**src/include/serial_pkg.sv**
```systemverilog
// Constants, register map and bit timing for the serial status and line block
//
// Notes on behaviour
// - Error frame without overrun keeps full flag as before, byte still loaded.
// - Continuous low input reads as zero frames, raising framing error.
// - Receiver keeps running in break, so a cleared framing flag returns.
// - Pin select cleared makes transmit pin a port driven by data/direction bits.
// - Pin select clear hands pin to port at once, whatever transmit is doing.
// - Synchronous mode: no transmit frame starts while any receive error flag is set.
// - Clearing receive enable leaves receive error flags unchanged.
// - Asynchronous timing uses a base clock sixteen times the bit rate.
// - Receiver aligns to start bit falling edge sampled on base clock.
// - Each bit is captured at the eighth base clock of the bit.
// - Frame end with full flag clear is normal, with it set is overrun.
// - Reading the receive holding register clears the full flag, unless an overrun frame ends in the read's data phase.
// - Holding register updates at frame end; coincident read may see new byte.
// - On overrun the new byte is not moved in and is lost.
// - Full flag requests receive interrupt; error flags request error interrupt.
package serial_pkg;

  // Register byte offsets
  localparam logic [7:0] CTRL_OFF   = 8'h00;
  localparam logic [7:0] STATUS_OFF = 8'h04;
  localparam logic [7:0] TXDATA_OFF = 8'h08;
  localparam logic [7:0] RXDATA_OFF = 8'h0C;
  localparam logic [7:0] BAUD_OFF   = 8'h10;

  // Control field positions
  localparam int TE_BIT    = 0;
  localparam int RE_BIT    = 1;
  localparam int SYNC_BIT  = 2;
  localparam int PAREN_BIT = 3;
  localparam int PODD_BIT  = 4;
  localparam int PINSEL_BIT = 5;
  localparam int PDATA_BIT = 6;
  localparam int PDIR_BIT  = 7;

  // Status field positions
  localparam int TX_HOLDING_EMPTY_FLAG_BIT = 0;
  localparam int TEND_BIT = 1;
  localparam int RX_HOLDING_FULL_FLAG_BIT = 2;
  localparam int PER_BIT  = 3;
  localparam int FER_BIT  = 4;
  localparam int OVERRUN_ERROR_FLAG_BIT = 5;

  // Reset values
  localparam logic [7:0]  CTRL_RST   = 8'h00;
  localparam logic [15:0] BAUD_RST   = 16'h0001;

  // Bit timing
  localparam int          OVERSAMPLE = 16;
  localparam logic [3:0]  SAMPLE_TICK = 4'h7; // eighth pulse, zero based
  localparam logic [3:0]  LAST_TICK   = 4'hF;
  localparam logic [3:0]  DATA_BITS   = 4'h8;

endpackage

```
**src/include/rx_status_if.sv**
```systemverilog
// Receive-side status carrier between receiver and register file
`timescale 1ns/1ps
interface rx_status_if;
  logic       done;    // one-cycle pulse at frame end
  logic [7:0] data;
  logic       framing_error_flag;
  logic       parity_error_flag;

  modport rx  (output done, output data, output framing_error_flag, output parity_error_flag);
  modport top (input done, input data, input framing_error_flag, input parity_error_flag);
endinterface

```
**src/verilog/serial_baud.sv**
```systemverilog
// Base clock divider producing one-cycle tick enables
`timescale 1ns/1ps
module serial_baud
  import serial_pkg::*;
#(
  parameter int DIV_W = 16
)
(
  input  wire logic             hclk,
  input  wire logic             hresetn,
  input  wire logic [DIV_W-1:0] divisor,
  output      logic             tick
);
  typedef struct packed
  {
    logic [DIV_W-1:0] cnt;
    logic             tick;
  } baud_state_type;

  baud_state_type st_reg;
  baud_state_type st_next;

  initial
  begin
    if (DIV_W < 2)
      $error("DIV_W too small");
  end

  // Count up and pulse at divisor
  always_comb
  begin
    st_next      = st_reg;
    st_next.tick = 1'b0;
    if (st_reg.cnt + DIV_W'(1) >= divisor)
    begin
      st_next.cnt  = '0;
      st_next.tick = 1'b1;
    end
    else
      st_next.cnt = st_reg.cnt + DIV_W'(1);
  end

  always_ff @(posedge hclk or negedge hresetn)
  begin
    if (!hresetn)
      st_reg <= '0;
    else
      st_reg <= st_next;
  end

  assign tick = st_reg.tick;
endmodule // serial_baud

```
**src/verilog/serial_line.sv**
```systemverilog
// Serial unit top: AHB-Lite registers, transmitter, status and pin control
`timescale 1ns/1ps
module serial_line
  import serial_pkg::*;
(
  input  wire logic        hclk,
  input  wire logic        hresetn,
  input  wire logic        hsel,
  input  wire logic [31:0] haddr,
  input  wire logic [1:0]  htrans,
  input  wire logic        hwrite,
  input  wire logic [2:0]  hsize,
  input  wire logic [31:0] hwdata,
  input  wire logic        hready,
  output      logic [31:0] hrdata,
  output      logic        hreadyout,
  output      logic        hresp,
  input  wire logic        rxd,
  output      logic        txd_out,
  output      logic        txd_oe,
  output      logic        rx_irq,
  output      logic        err_irq
);
  typedef enum {T_IDLE, T_START, T_DATA, T_PAR, T_STOP} tx_phase_type;

  typedef struct packed
  {
    // Receive pin synchroniser
    logic         rx_m;
    logic         rx_s;
    // Bus pipeline
    logic         wr_pend;
    logic         rd_pend;
    logic [7:0]   addr;
    logic [31:0]  rdata;
    // Software registers
    logic [7:0]   ctrl;
    logic [15:0]  baud;
    logic [7:0]   tdr;
    logic [7:0]   rx_holding_reg;
    // Status flags
    logic         tx_holding_empty_flag;
    logic         tend;
    logic         rx_holding_full_flag;
    logic         parity_error_flag;
    logic         framing_error_flag;
    logic         overrun_error_flag;
    // Transmitter
    tx_phase_type tphase;
    logic [3:0]   tsub;
    logic [3:0]   tbit;
    logic [7:0]   tsr;
    logic         tpar;
    logic         txd;
  } top_state_type;

  top_state_type r_reg;
  top_state_type r_next;
  logic          tick;
  logic          err_any;
  logic          addr_ok;
  logic          rx_load;
  logic          tx_go;
  logic [7:0]    rx_view;
  logic [31:0]   status_word;
  rx_status_if   rxs ();

  // Base clock at sixteen times bit rate
  serial_baud #(.DIV_W(16)) u_baud
  (
    .hclk    (hclk),
    .hresetn (hresetn),
    .divisor (r_reg.baud),
    .tick    (tick)
  );

  serial_rx u_rx
  (
    .hclk    (hclk),
    .hresetn (hresetn),
    .tick    (tick),
    .rxd_s   (r_reg.rx_s),
    .enable  (r_reg.ctrl[RE_BIT]),
    .par_en  (r_reg.ctrl[PAREN_BIT]),
    .par_odd (r_reg.ctrl[PODD_BIT]),
    .st      (rxs.rx)
  );

  assign err_any = r_reg.parity_error_flag | r_reg.framing_error_flag | r_reg.overrun_error_flag;
  assign addr_ok = hsel && htrans[1] && hready;

  // Frame end with room in the holding register
  assign rx_load = rxs.done && !r_reg.rx_holding_full_flag;

  assign rx_view = rx_load ? rxs.data : r_reg.rx_holding_reg;

  assign tx_go = r_reg.ctrl[TE_BIT] && !r_reg.tx_holding_empty_flag &&
                 !(r_reg.ctrl[SYNC_BIT] && err_any);

  // Status word at its field positions
  always_comb
  begin
    status_word           = 32'h00000000;
    status_word[TX_HOLDING_EMPTY_FLAG_BIT] = r_reg.tx_holding_empty_flag;
    status_word[TEND_BIT] = r_reg.tend;
    status_word[RX_HOLDING_FULL_FLAG_BIT] = r_reg.rx_holding_full_flag;
    status_word[PER_BIT]  = r_reg.parity_error_flag;
    status_word[FER_BIT]  = r_reg.framing_error_flag;
    status_word[OVERRUN_ERROR_FLAG_BIT] = r_reg.overrun_error_flag;
  end

  // Control and status fields must fit one byte
  initial
  begin
    if (PDIR_BIT >= $bits(r_reg.ctrl) || OVERRUN_ERROR_FLAG_BIT >= $bits(r_reg.ctrl))
      $error("control or status field outside byte");
  end

  // Bus, status flags and transmitter
  always_comb
  begin
    r_next         = r_reg;
    r_next.rx_m    = rxd;
    r_next.rx_s    = r_reg.rx_m;
    r_next.wr_pend = 1'b0;
    r_next.rd_pend = 1'b0;

    // Address phase capture and read data
    if (addr_ok)
    begin
      r_next.addr    = haddr[7:0];
      r_next.wr_pend = hwrite;
      r_next.rd_pend = !hwrite;
      unique case (haddr[7:0])
        CTRL_OFF:   r_next.rdata = {24'h000000, r_reg.ctrl};
        STATUS_OFF: r_next.rdata = status_word;
        TXDATA_OFF: r_next.rdata = {24'h000000, r_reg.tdr};
        RXDATA_OFF: r_next.rdata = {24'h000000, rx_view};
        BAUD_OFF:   r_next.rdata = {16'h0000, r_reg.baud};
        default:    r_next.rdata = 32'h00000000;
      endcase
    end

    // Data phase write
    if (r_reg.wr_pend)
    begin
      unique case (r_reg.addr)
        CTRL_OFF: r_next.ctrl = hwdata[7:0];
        STATUS_OFF:
        begin
          if (!hwdata[PER_BIT])
            r_next.parity_error_flag = 1'b0;
          if (!hwdata[FER_BIT])
            r_next.framing_error_flag = 1'b0;
          if (!hwdata[OVERRUN_ERROR_FLAG_BIT])
            r_next.overrun_error_flag = 1'b0;
        end
        TXDATA_OFF:
        begin
          r_next.tdr  = hwdata[7:0];
          r_next.tx_holding_empty_flag = 1'b0;
        end
        BAUD_OFF: r_next.baud = hwdata[15:0];
        default: ;
      endcase
    end

    // Read of holding register clears full
    if (r_reg.rd_pend && r_reg.addr == RXDATA_OFF)
      r_next.rx_holding_full_flag = 1'b0;

    if (rxs.done)
    begin
      if (r_reg.rx_holding_full_flag)
      begin
        r_next.overrun_error_flag = 1'b1;
        r_next.rx_holding_full_flag = 1'b1;
        if (rxs.framing_error_flag)
          r_next.framing_error_flag = 1'b1;
        if (rxs.parity_error_flag)
          r_next.parity_error_flag = 1'b1;
      end
      else
      begin
        r_next.rx_holding_reg = rxs.data;
        if (rxs.framing_error_flag || rxs.parity_error_flag)
        begin
          r_next.rx_holding_full_flag = r_reg.rx_holding_full_flag;
          r_next.framing_error_flag = r_next.framing_error_flag | rxs.framing_error_flag;
          r_next.parity_error_flag = r_next.parity_error_flag | rxs.parity_error_flag;
        end
        else
          r_next.rx_holding_full_flag = 1'b1;
      end
    end

    // Transmitter
    if (tick)
    begin
      r_next.tsub = r_reg.tsub + 4'h1;
      unique case (r_reg.tphase)
        T_IDLE:
        begin
          r_next.txd  = 1'b1;
          r_next.tsub = 4'h0;
          if (tx_go)
          begin
            r_next.tsr    = r_reg.tdr;
            r_next.tx_holding_empty_flag   = 1'b1;
            r_next.tend   = 1'b0;
            r_next.tphase = T_START;
            r_next.txd    = 1'b0;
            r_next.tpar   = r_reg.ctrl[PODD_BIT];
          end
        end
        // Start bit for one bit time
        T_START:
        begin
          if (r_reg.tsub == LAST_TICK)
          begin
            r_next.tphase = T_DATA;
            r_next.tbit   = 4'h0;
            r_next.txd    = r_reg.tsr[0];
          end
        end
        // Data bits, lowest first
        T_DATA:
        begin
          if (r_reg.tsub == LAST_TICK)
          begin
            r_next.tpar = r_reg.tpar ^ r_reg.tsr[0];
            r_next.tsr  = {1'b0, r_reg.tsr[7:1]};
            r_next.tbit = r_reg.tbit + 4'h1;
            r_next.txd  = r_reg.tsr[1];
            if (r_reg.tbit == DATA_BITS - 4'h1)
            begin
              r_next.tphase = r_reg.ctrl[PAREN_BIT] ? T_PAR : T_STOP;
              r_next.txd    = r_reg.ctrl[PAREN_BIT] ?
                              (r_reg.tpar ^ r_reg.tsr[0]) : 1'b1;
            end
          end
        end
        // Parity bit when enabled
        T_PAR:
        begin
          if (r_reg.tsub == LAST_TICK)
          begin
            r_next.tphase = T_STOP;
            r_next.txd    = 1'b1;
          end
        end
        // Stop bit, then back to idle
        T_STOP:
        begin
          if (r_reg.tsub == LAST_TICK)
          begin
            r_next.tphase = T_IDLE;
            r_next.tend   = r_reg.tx_holding_empty_flag;
          end
        end
      endcase
    end
  end

  always_ff @(posedge hclk or negedge hresetn)
  begin
    if (!hresetn)
      r_reg <= '{tphase: T_IDLE, rx_m: 1'b1, rx_s: 1'b1, ctrl: CTRL_RST,
                 baud: BAUD_RST, tx_holding_empty_flag: 1'b1, tend: 1'b1, txd: 1'b1,
                 default: '0};
    else
      r_reg <= r_next;
  end

  // Port takes pin when select clear
  // Immediate handover, break drives port value
  always_comb
  begin
    if (r_reg.ctrl[PINSEL_BIT])
    begin
      txd_out = r_reg.txd;
      txd_oe  = r_reg.ctrl[TE_BIT];
    end
    else
    begin
      txd_out = r_reg.ctrl[PDATA_BIT];
      txd_oe  = r_reg.ctrl[PDIR_BIT];
    end
  end

  assign rx_irq    = r_reg.rx_holding_full_flag;
  assign err_irq   = err_any;
  assign hrdata    = r_reg.rdata;
  assign hreadyout = 1'b1;
  assign hresp     = 1'b0;
endmodule // serial_line

```
**src/verilog/serial_rx.sv**
```systemverilog
// Oversampled asynchronous receiver
`timescale 1ns/1ps
module serial_rx
  import serial_pkg::*;
(
  input  wire logic hclk,
  input  wire logic hresetn,
  input  wire logic tick,
  input  wire logic rxd_s,
  input  wire logic enable,
  input  wire logic par_en,
  input  wire logic par_odd,
  rx_status_if.rx   st
);
  typedef enum {IDLE, START, DATA, PAR, STOP} rx_phase_type;

  typedef struct packed
  {
    rx_phase_type phase;
    logic [3:0]   sub;
    logic [3:0]   nbit;
    logic [7:0]   shift;
    logic         parity;
    logic         prev;
    logic         done;
    logic [7:0]   data;
    logic         framing_error_flag;
    logic         parity_error_flag;
  } rx_state_type;

  rx_state_type s_reg;
  rx_state_type s_next;

  // Frame sequencer
  always_comb
  begin
    s_next      = s_reg;
    s_next.done = 1'b0;
    if (tick)
    begin
      s_next.prev = rxd_s;
      s_next.sub  = s_reg.sub + 4'h1;
      unique case (s_reg.phase)
        IDLE:
        begin
          if (enable && s_reg.prev && !rxd_s)
          begin
            s_next.phase = START;
            s_next.sub   = 4'h1;
          end
        end
        START:
        begin
          if (s_reg.sub == SAMPLE_TICK)
          begin
            if (rxd_s)
              s_next.phase = IDLE;
          end
          if (s_reg.sub == LAST_TICK)
          begin
            s_next.phase  = DATA;
            s_next.nbit   = 4'h0;
            s_next.parity = par_odd;
          end
        end
        DATA:
        begin
          if (s_reg.sub == SAMPLE_TICK)
          begin
            s_next.shift  = {rxd_s, s_reg.shift[7:1]};
            s_next.parity = s_reg.parity ^ rxd_s;
          end
          if (s_reg.sub == LAST_TICK)
          begin
            s_next.nbit = s_reg.nbit + 4'h1;
            if (s_reg.nbit == DATA_BITS - 4'h1)
              s_next.phase = par_en ? PAR : STOP;
          end
        end
        PAR:
        begin
          if (s_reg.sub == SAMPLE_TICK)
            s_next.parity = s_reg.parity ^ rxd_s;
          if (s_reg.sub == LAST_TICK)
            s_next.phase = STOP;
        end
        STOP:
        begin
          if (s_reg.sub == SAMPLE_TICK)
          begin
            s_next.done  = 1'b1;
            s_next.data  = s_reg.shift;
            s_next.framing_error_flag   = !rxd_s;
            s_next.parity_error_flag   = par_en && s_reg.parity;
            s_next.phase = IDLE;
            s_next.prev  = 1'b1;
          end
        end
      endcase
    end
  end

  always_ff @(posedge hclk or negedge hresetn)
  begin
    if (!hresetn)
      s_reg <= '{phase: IDLE, prev: 1'b1, default: '0};
    else
      s_reg <= s_next;
  end

  assign st.done = s_reg.done;
  assign st.data = s_reg.data;
  assign st.framing_error_flag  = s_reg.framing_error_flag;
  assign st.parity_error_flag  = s_reg.parity_error_flag;
endmodule // serial_rx
```
**config.mk**
```make
export PLATFORM = sky130hd
export DESIGN_NAME = serial_line
export DESIGN_NICKNAME = d
export VERILOG_FILES = /design/src/include/serial_pkg.sv /design/src/include/rx_status_if.sv /design/src/verilog/serial_baud.sv /design/src/verilog/serial_line.sv /design/src/verilog/serial_rx.sv
export SDC_FILE = /design/constraint.sdc
export NUM_CORES = 1
export LEC_CHECK = 0
export BUFFER_PORTS_ARGS = -buffer_cell sky130_fd_sc_hd__buf_2
export CELL_PAD_IN_SITES_DETAIL_PLACEMENT = 0
export CELL_PAD_IN_SITES_GLOBAL_PLACEMENT = 2
export CORE_MARGIN = 10
export CORE_UTILIZATION = 33
export CTS_CLUSTER_SIZE = 14
export DETAILED_ROUTE_END_ITERATION = 6
export PLACE_DENSITY = 0.76
export SETUP_SLACK_MARGIN = 0.1
export SYNTH_ARGS = -nofsm -noshare
export SYNTH_HDL_FRONTEND = slang
export SYNTH_SLANG_ARGS = --single-unit
```
**constraint.sdc**
```tcl
create_clock -name hclk -period 2.6 [get_ports hclk]
set_input_delay 0.26 -clock hclk [delete_from_list [all_inputs] [get_ports hclk]]
set_output_delay 0.26 -clock hclk [all_outputs]
set_load 0.02 [all_outputs]
```
* After elaboration in Yosys (flattened, before gate mapping)
Index checks and enable logic that the tools add are counted.
** Storage, ports and cells
- Bits in registers :: 218
- Latch bits :: 0
- RAM bits :: 0
- Memory bits (read-only) :: 0
- Output and inout bits :: 38
- Logic and storage cells :: 191
- Memories kept :: 0
** Cells by class
- Add/sub/neg operators :: 5
- Multipliers :: 0
- Divide/modulo/power cells :: 0
- Order comparisons :: 1
- Equal/unequal tests :: 37
- Shift-type cells :: 0
- Mux-type cells :: 66
- Bitwise operators :: 7
- Reduce and logical (&&, ||, !) cells :: 41
** Operator list (count)
- $mux W32 :: 13
- $pmux W32 S5 :: 2
- $eq A32 B2 Y1 const B :: 4
- $pmux W16 S5 :: 1
- $eq A32 B1 Y1 const B :: 2
- $eq A32 B3 Y1 const B :: 2
- $logic_not A32 Y1 :: 2
- $mux W42 :: 1
- $mux W36 :: 1
- $eq A8 B4 Y1 const B :: 4
- $mux W12 :: 2
- $mux W4 :: 6
- $mux W1 :: 22
- $pmux W9 S2 :: 1
- $add A16 B1 Y16 const B :: 1
- $add A4 B1 Y4 const B :: 4
- $eq A8 B3 Y1 const B :: 2
- $eq A8 B5 Y1 const B :: 2
- $ge A16 B16 Y1 :: 1
- $logic_not A8 Y1 :: 2
- $mux W16 :: 1
- $ne A2 B1 Y1 const B :: 8
- $pmux W4 S2 :: 2
- $reduce_and A4 Y1 :: 4
- 28 further kinds :: 67

* Logic depth before layout (Yosys ltp)
- Word-level depth :: 8
- Mapped depth :: 12
- Gate-level depth less buffers :: 11

* Hierarchy
From an unflattened synthesis, not the netlist that was laid out.
** Unflattened totals
- Cell total of the unflattened synthesis :: 717
- Area total of the unflattened synthesis :: 7906.3 µm²
** By module, submodules not included
- serial_line :: times used 1, cells each 433, area an instance 4828.4 µm²
- serial_rx :: times used 1, cells each 150, area an instance 1631.6 µm²
- serial_baud :: times used 1, cells each 134, area an instance 1446.4 µm²

* Worst setup path after synthesis
No wires, ideal clock.
- Path type :: register -> register
- From :: reg u_baud.st_reg[3] (netlist bit)
- To :: reg u_baud.st_reg[10] (netlist bit)
- Library setup time :: 0.122 ns
- Data arrival time :: 2.433 ns
- Required time :: 2.478 ns
- Slack :: 0.045 ns
- Cell stages (with the launch flop) :: 12
- Buffers on the path :: 1
- Clock period less this slack :: 2.555 ns
- Cell sequence :: dfrtp_1 > nand3_1 > nor3_1 > nand3_1 > xnor2_1 > ha_1 > nand4_1 > nor2_1 > o2111ai_1 > o211ai_1 > buf_2 > nor2b_1
** RTL lines
- start: declaration :: line serial_baud.sv:20 : baud_state_type st_reg;
- start signal: assignment :: line serial_baud.sv:48 : st_reg <= st_next;

==> results.sh <==
export IMPL_die_h_um=168.8
export IMPL_finalClockSkew_ps=8.206
export IMPL_wl_per_cell_um=16.98
export IMPL_drv_slew=0
export IMPL_worst_pin_slew_ps=850.0
export IMPL_cts_clk_slew_worst_paths_ps=60
export IMPL_grt_ovfl_total=0
export IMPL_ff_latch_area_um2=3615
export IMPL_clk_latency_ps=430
export IMPL_synth_cells=698
export IMPL_dp_final_hpwl_um=12640
export IMPL_rows=54
export IMPL_drt_first_pass_iters=4
export IMPL_placed_area_um2=7744
export IMPL_design_area_um2=8636
export IMPL_critPathLaunchType="flip-flop"
export IMPL_ys_ff_latch=144
export IMPL_grt_pass1_vias=5501
export IMPL_vias_per_cell=4.984
export IMPL_yosysSeqAreaShare=0.4943
export IMPL_fin_crit_sh=0.9703
export IMPL_cp_max_fo=8
export IMPL_tritoncts="built"
export IMPL_port_buffers=50
export IMPL_worstPathArrival_ps=2870
export IMPL_r2r_end="u_baud.st_reg[10]"
export IMPL_multiInputGateArea_um2=3407
export IMPL_largest_reg_flops=77
export IMPL_finalSetupTns_ps=0
export IMPL_syn_to_final_growth_pct=18.16
export IMPL_power_leakage_nw=4.093
export IMPL_diodes=0
export IMPL_min_path_cells=3
export IMPL_wirelength_um=17740
export IMPL_antenna_found_initial=1
export IMPL_rr_worst_depth=12
export IMPL_yosys_top_cells_count="137 x dfrtp_1, 73 x nand2_1, 62 x o21ai_0, 55 x mux2_2, 35 x buf_4"
export IMPL_rsz0062_at_grt="true"
export IMPL_finalNetCount=848
export IMPL_required_ps=2950
export IMPL_ys_warn_count=0
export IMPL_timing_rr_start="u_baud.st_reg[6]"
export IMPL_die_area_um2=28500
export IMPL_cts_buffer_depth=2
export IMPL_ir_drop_mv=0.3466
export IMPL_drtIter0Drc=292
export IMPL_synth_edf_count=0
export IMPL_cts_root_buf="clkbuf_16"
export IMPL_hp_start="hwdata[11]"
export IMPL_grt_usage=0.1286
export IMPL_initial_utilization=0.3349
export IMPL_num_io_pins=113
export IMPL_die_w_um=168.8
export IMPL_fmax_ghz=0.3964
export IMPL_worstSetupPathType="reg2reg"
export IMPL_synth_top_area_share=0.4691
export IMPL_r2r_slack_ps=80
export IMPL_power_density_nw_per_um2=606.8
export IMPL_yosysUniqueCellTypes=62
export IMPL_gp_congestion=0.8002
export IMPL_hold_end="r_reg[83]"
export IMPL_relSlewSlack=0.4333
export IMPL_final_antenna_net_count=0
export IMPL_drive_gt1_frac=0.2758
export IMPL_n_fill_cell=2155
export IMPL_syn_area_um2=7308
export IMPL_setup_violations=0
export IMPL_synth_ff_type="dfrtp_1"
export IMPL_cts_max_level=4
export IMPL_coreArea_um2=21820
export IMPL_hold_class="in2reg"
export IMPL_synth_top_cells_by_area="dfrtp_1 47%, mux2_2 8.5%, o21ai_0 4.2%, nand2_1 3.7%, buf_4 3.6%"
export IMPL_avgSynthCellArea_um2=10.47
export IMPL_cap_violations=0
export IMPL_clock_sinks=144
export IMPL_yosysTopAreaCell="dfrtp_1"
export IMPL_outcome="finished clean"
export IMPL_grt_pass1_wl_um=29390
export IMPL_period_minus_slack_ps=2523
export IMPL_drc=0
export IMPL_vias=5208
export IMPL_grt_max_degree=88
export IMPL_cp_end_kind="flip-flop"
export IMPL_numCtsBuffers=17
export IMPL_synth_most_common_cell="dfrtp_1"
export IMPL_synthArstFlopShare=1.000
export IMPL_hold_viol=0
-- layer usage --
metal	part of all wire	global-route usage	vias up
li1	-	-	2536
met2	0.49	0.2113	80
met1	0.45	0.1608	2576
met4	0.013	0.03709	0
met5	0	0	-
met3	0.045	0.03659	16
-- report_power, final --
group | total [W] | internal (W) | switching [W] | leakage (nW)
logic | 0.000284 | 0.000110 | 0.000174 | 1.93
clock network | 0.00259 | 0.00158 | 0.00101 | 0.303
registers | 0.00236 | 0.00230 | 0.0000581 | 1.86
total | 0.00524 | 0.00399 | 0.00125 | 4.09
-- cell families (layout without fill, tap and decap cells) --
kind of cell,after synthesis,count (layout),synth area share
and+or+nand+nor,211,211,0.1541
muxes,68,68,0.1027
DFF,144,144,0.4943
AOI/OAI and AO/OA,142,142,0.1226
xor gates and xnor gates,17,17,0.02037
buffers and inverters,93,144,0.06899
adders and majority gates,21,21,0.03595
other,2,18,0.001028
-- per-stage QoR --
step	power (W)	worst slack (ps)	hold WS (ps)	cells	util
2_1_floorplan	0.002564	103.8	-35.59	714	-
3_3_place_gp	0.002674	57.48	349.8	1000	0.3548
3_5_place_dp	0.002684	57.90	351.0	1000	0.3548
4_1_cts	0.005288	84.43	27.64	1044	0.3912
5_1_grt	0.005444	-48.76	26.92	1045	0.3957
6_report	0.005240	77.21	39.34	1045	0.3957
-- worst max-delay path by stage --
stage,start,cells past startpoint,end
detailed placement,u_baud.st_reg[1],12,u_baud.st_reg[5]
global route,u_baud.st_reg[2],13,u_baud.st_reg[10]
finish,u_baud.st_reg[6],12,u_baud.st_reg[10]
global placement,u_baud.st_reg[1],12,u_baud.st_reg[3]
floorplan,u_baud.st_reg[1],12,u_baud.st_reg[10]
CTS,u_baud.st_reg[1],12,u_baud.st_reg[10]
-- placed cells by master (no fill, tap or decap), drive strengths merged, types with 8 or more instances in the layout --
| cell type | netlist | routed |
|---|---|---|
| conb | 2 | 18 |
| mux2 | 56 | 56 |
| nor2 | 30 | 30 |
| and3 | 17 | 17 |
| a21oi | 23 | 23 |
| nand3 | 23 | 23 |
| xnor2 | 9 | 9 |
| a22o | 11 | 11 |
| dfrtp | 137 | 137 |
| buf | 50 | 79 |
| o21ai | 62 | 62 |
| nand2 | 73 | 73 |
| ha | 21 | 21 |
| xor2 | 8 | 8 |
| inv | 30 | 35 |
| nor3 | 11 | 11 |
| mux2i | 12 | 12 |
| nor2b | 16 | 16 |
| clkbuf | 13 | 19 |
-- repair_timing --
action                                  4_1_cts  5_1_grt
endpoints found under the hold margin        79        0
cloned                                        1        0
endpoints found under the setup margin       17       17
buffers inserted                              8        1
hold buffers                                  3        0
gates resized for setup                      15       18
pin swaps                                    15       13
-- critical path: stages (launching register included) --
cell      delay (ps)
dfrtp_1          360
nand4_1          210
nor3_4           310
nand3_2          130
xnor2_2          150
ha_1             310
a211oi_2         200
nor2_1            70
nor3_1           180
o211ai_1         120
buf_4            170
buf_6            130
nor2b_1          120
-- layout make-up --
cell class | instances | share of cell area
clock inverters | 13 | 0.02014
clock buffers | 19 | 0.05245
multi-input cells | 477 | 0.3945
repair buffers | 82 | 0.06071
well taps | 280 | 0.04057
flip-flops and latches | 144 | 0.4186
inverters | 30 | 0.01304
Note: power is estimated with default switching activity, not from simulation.
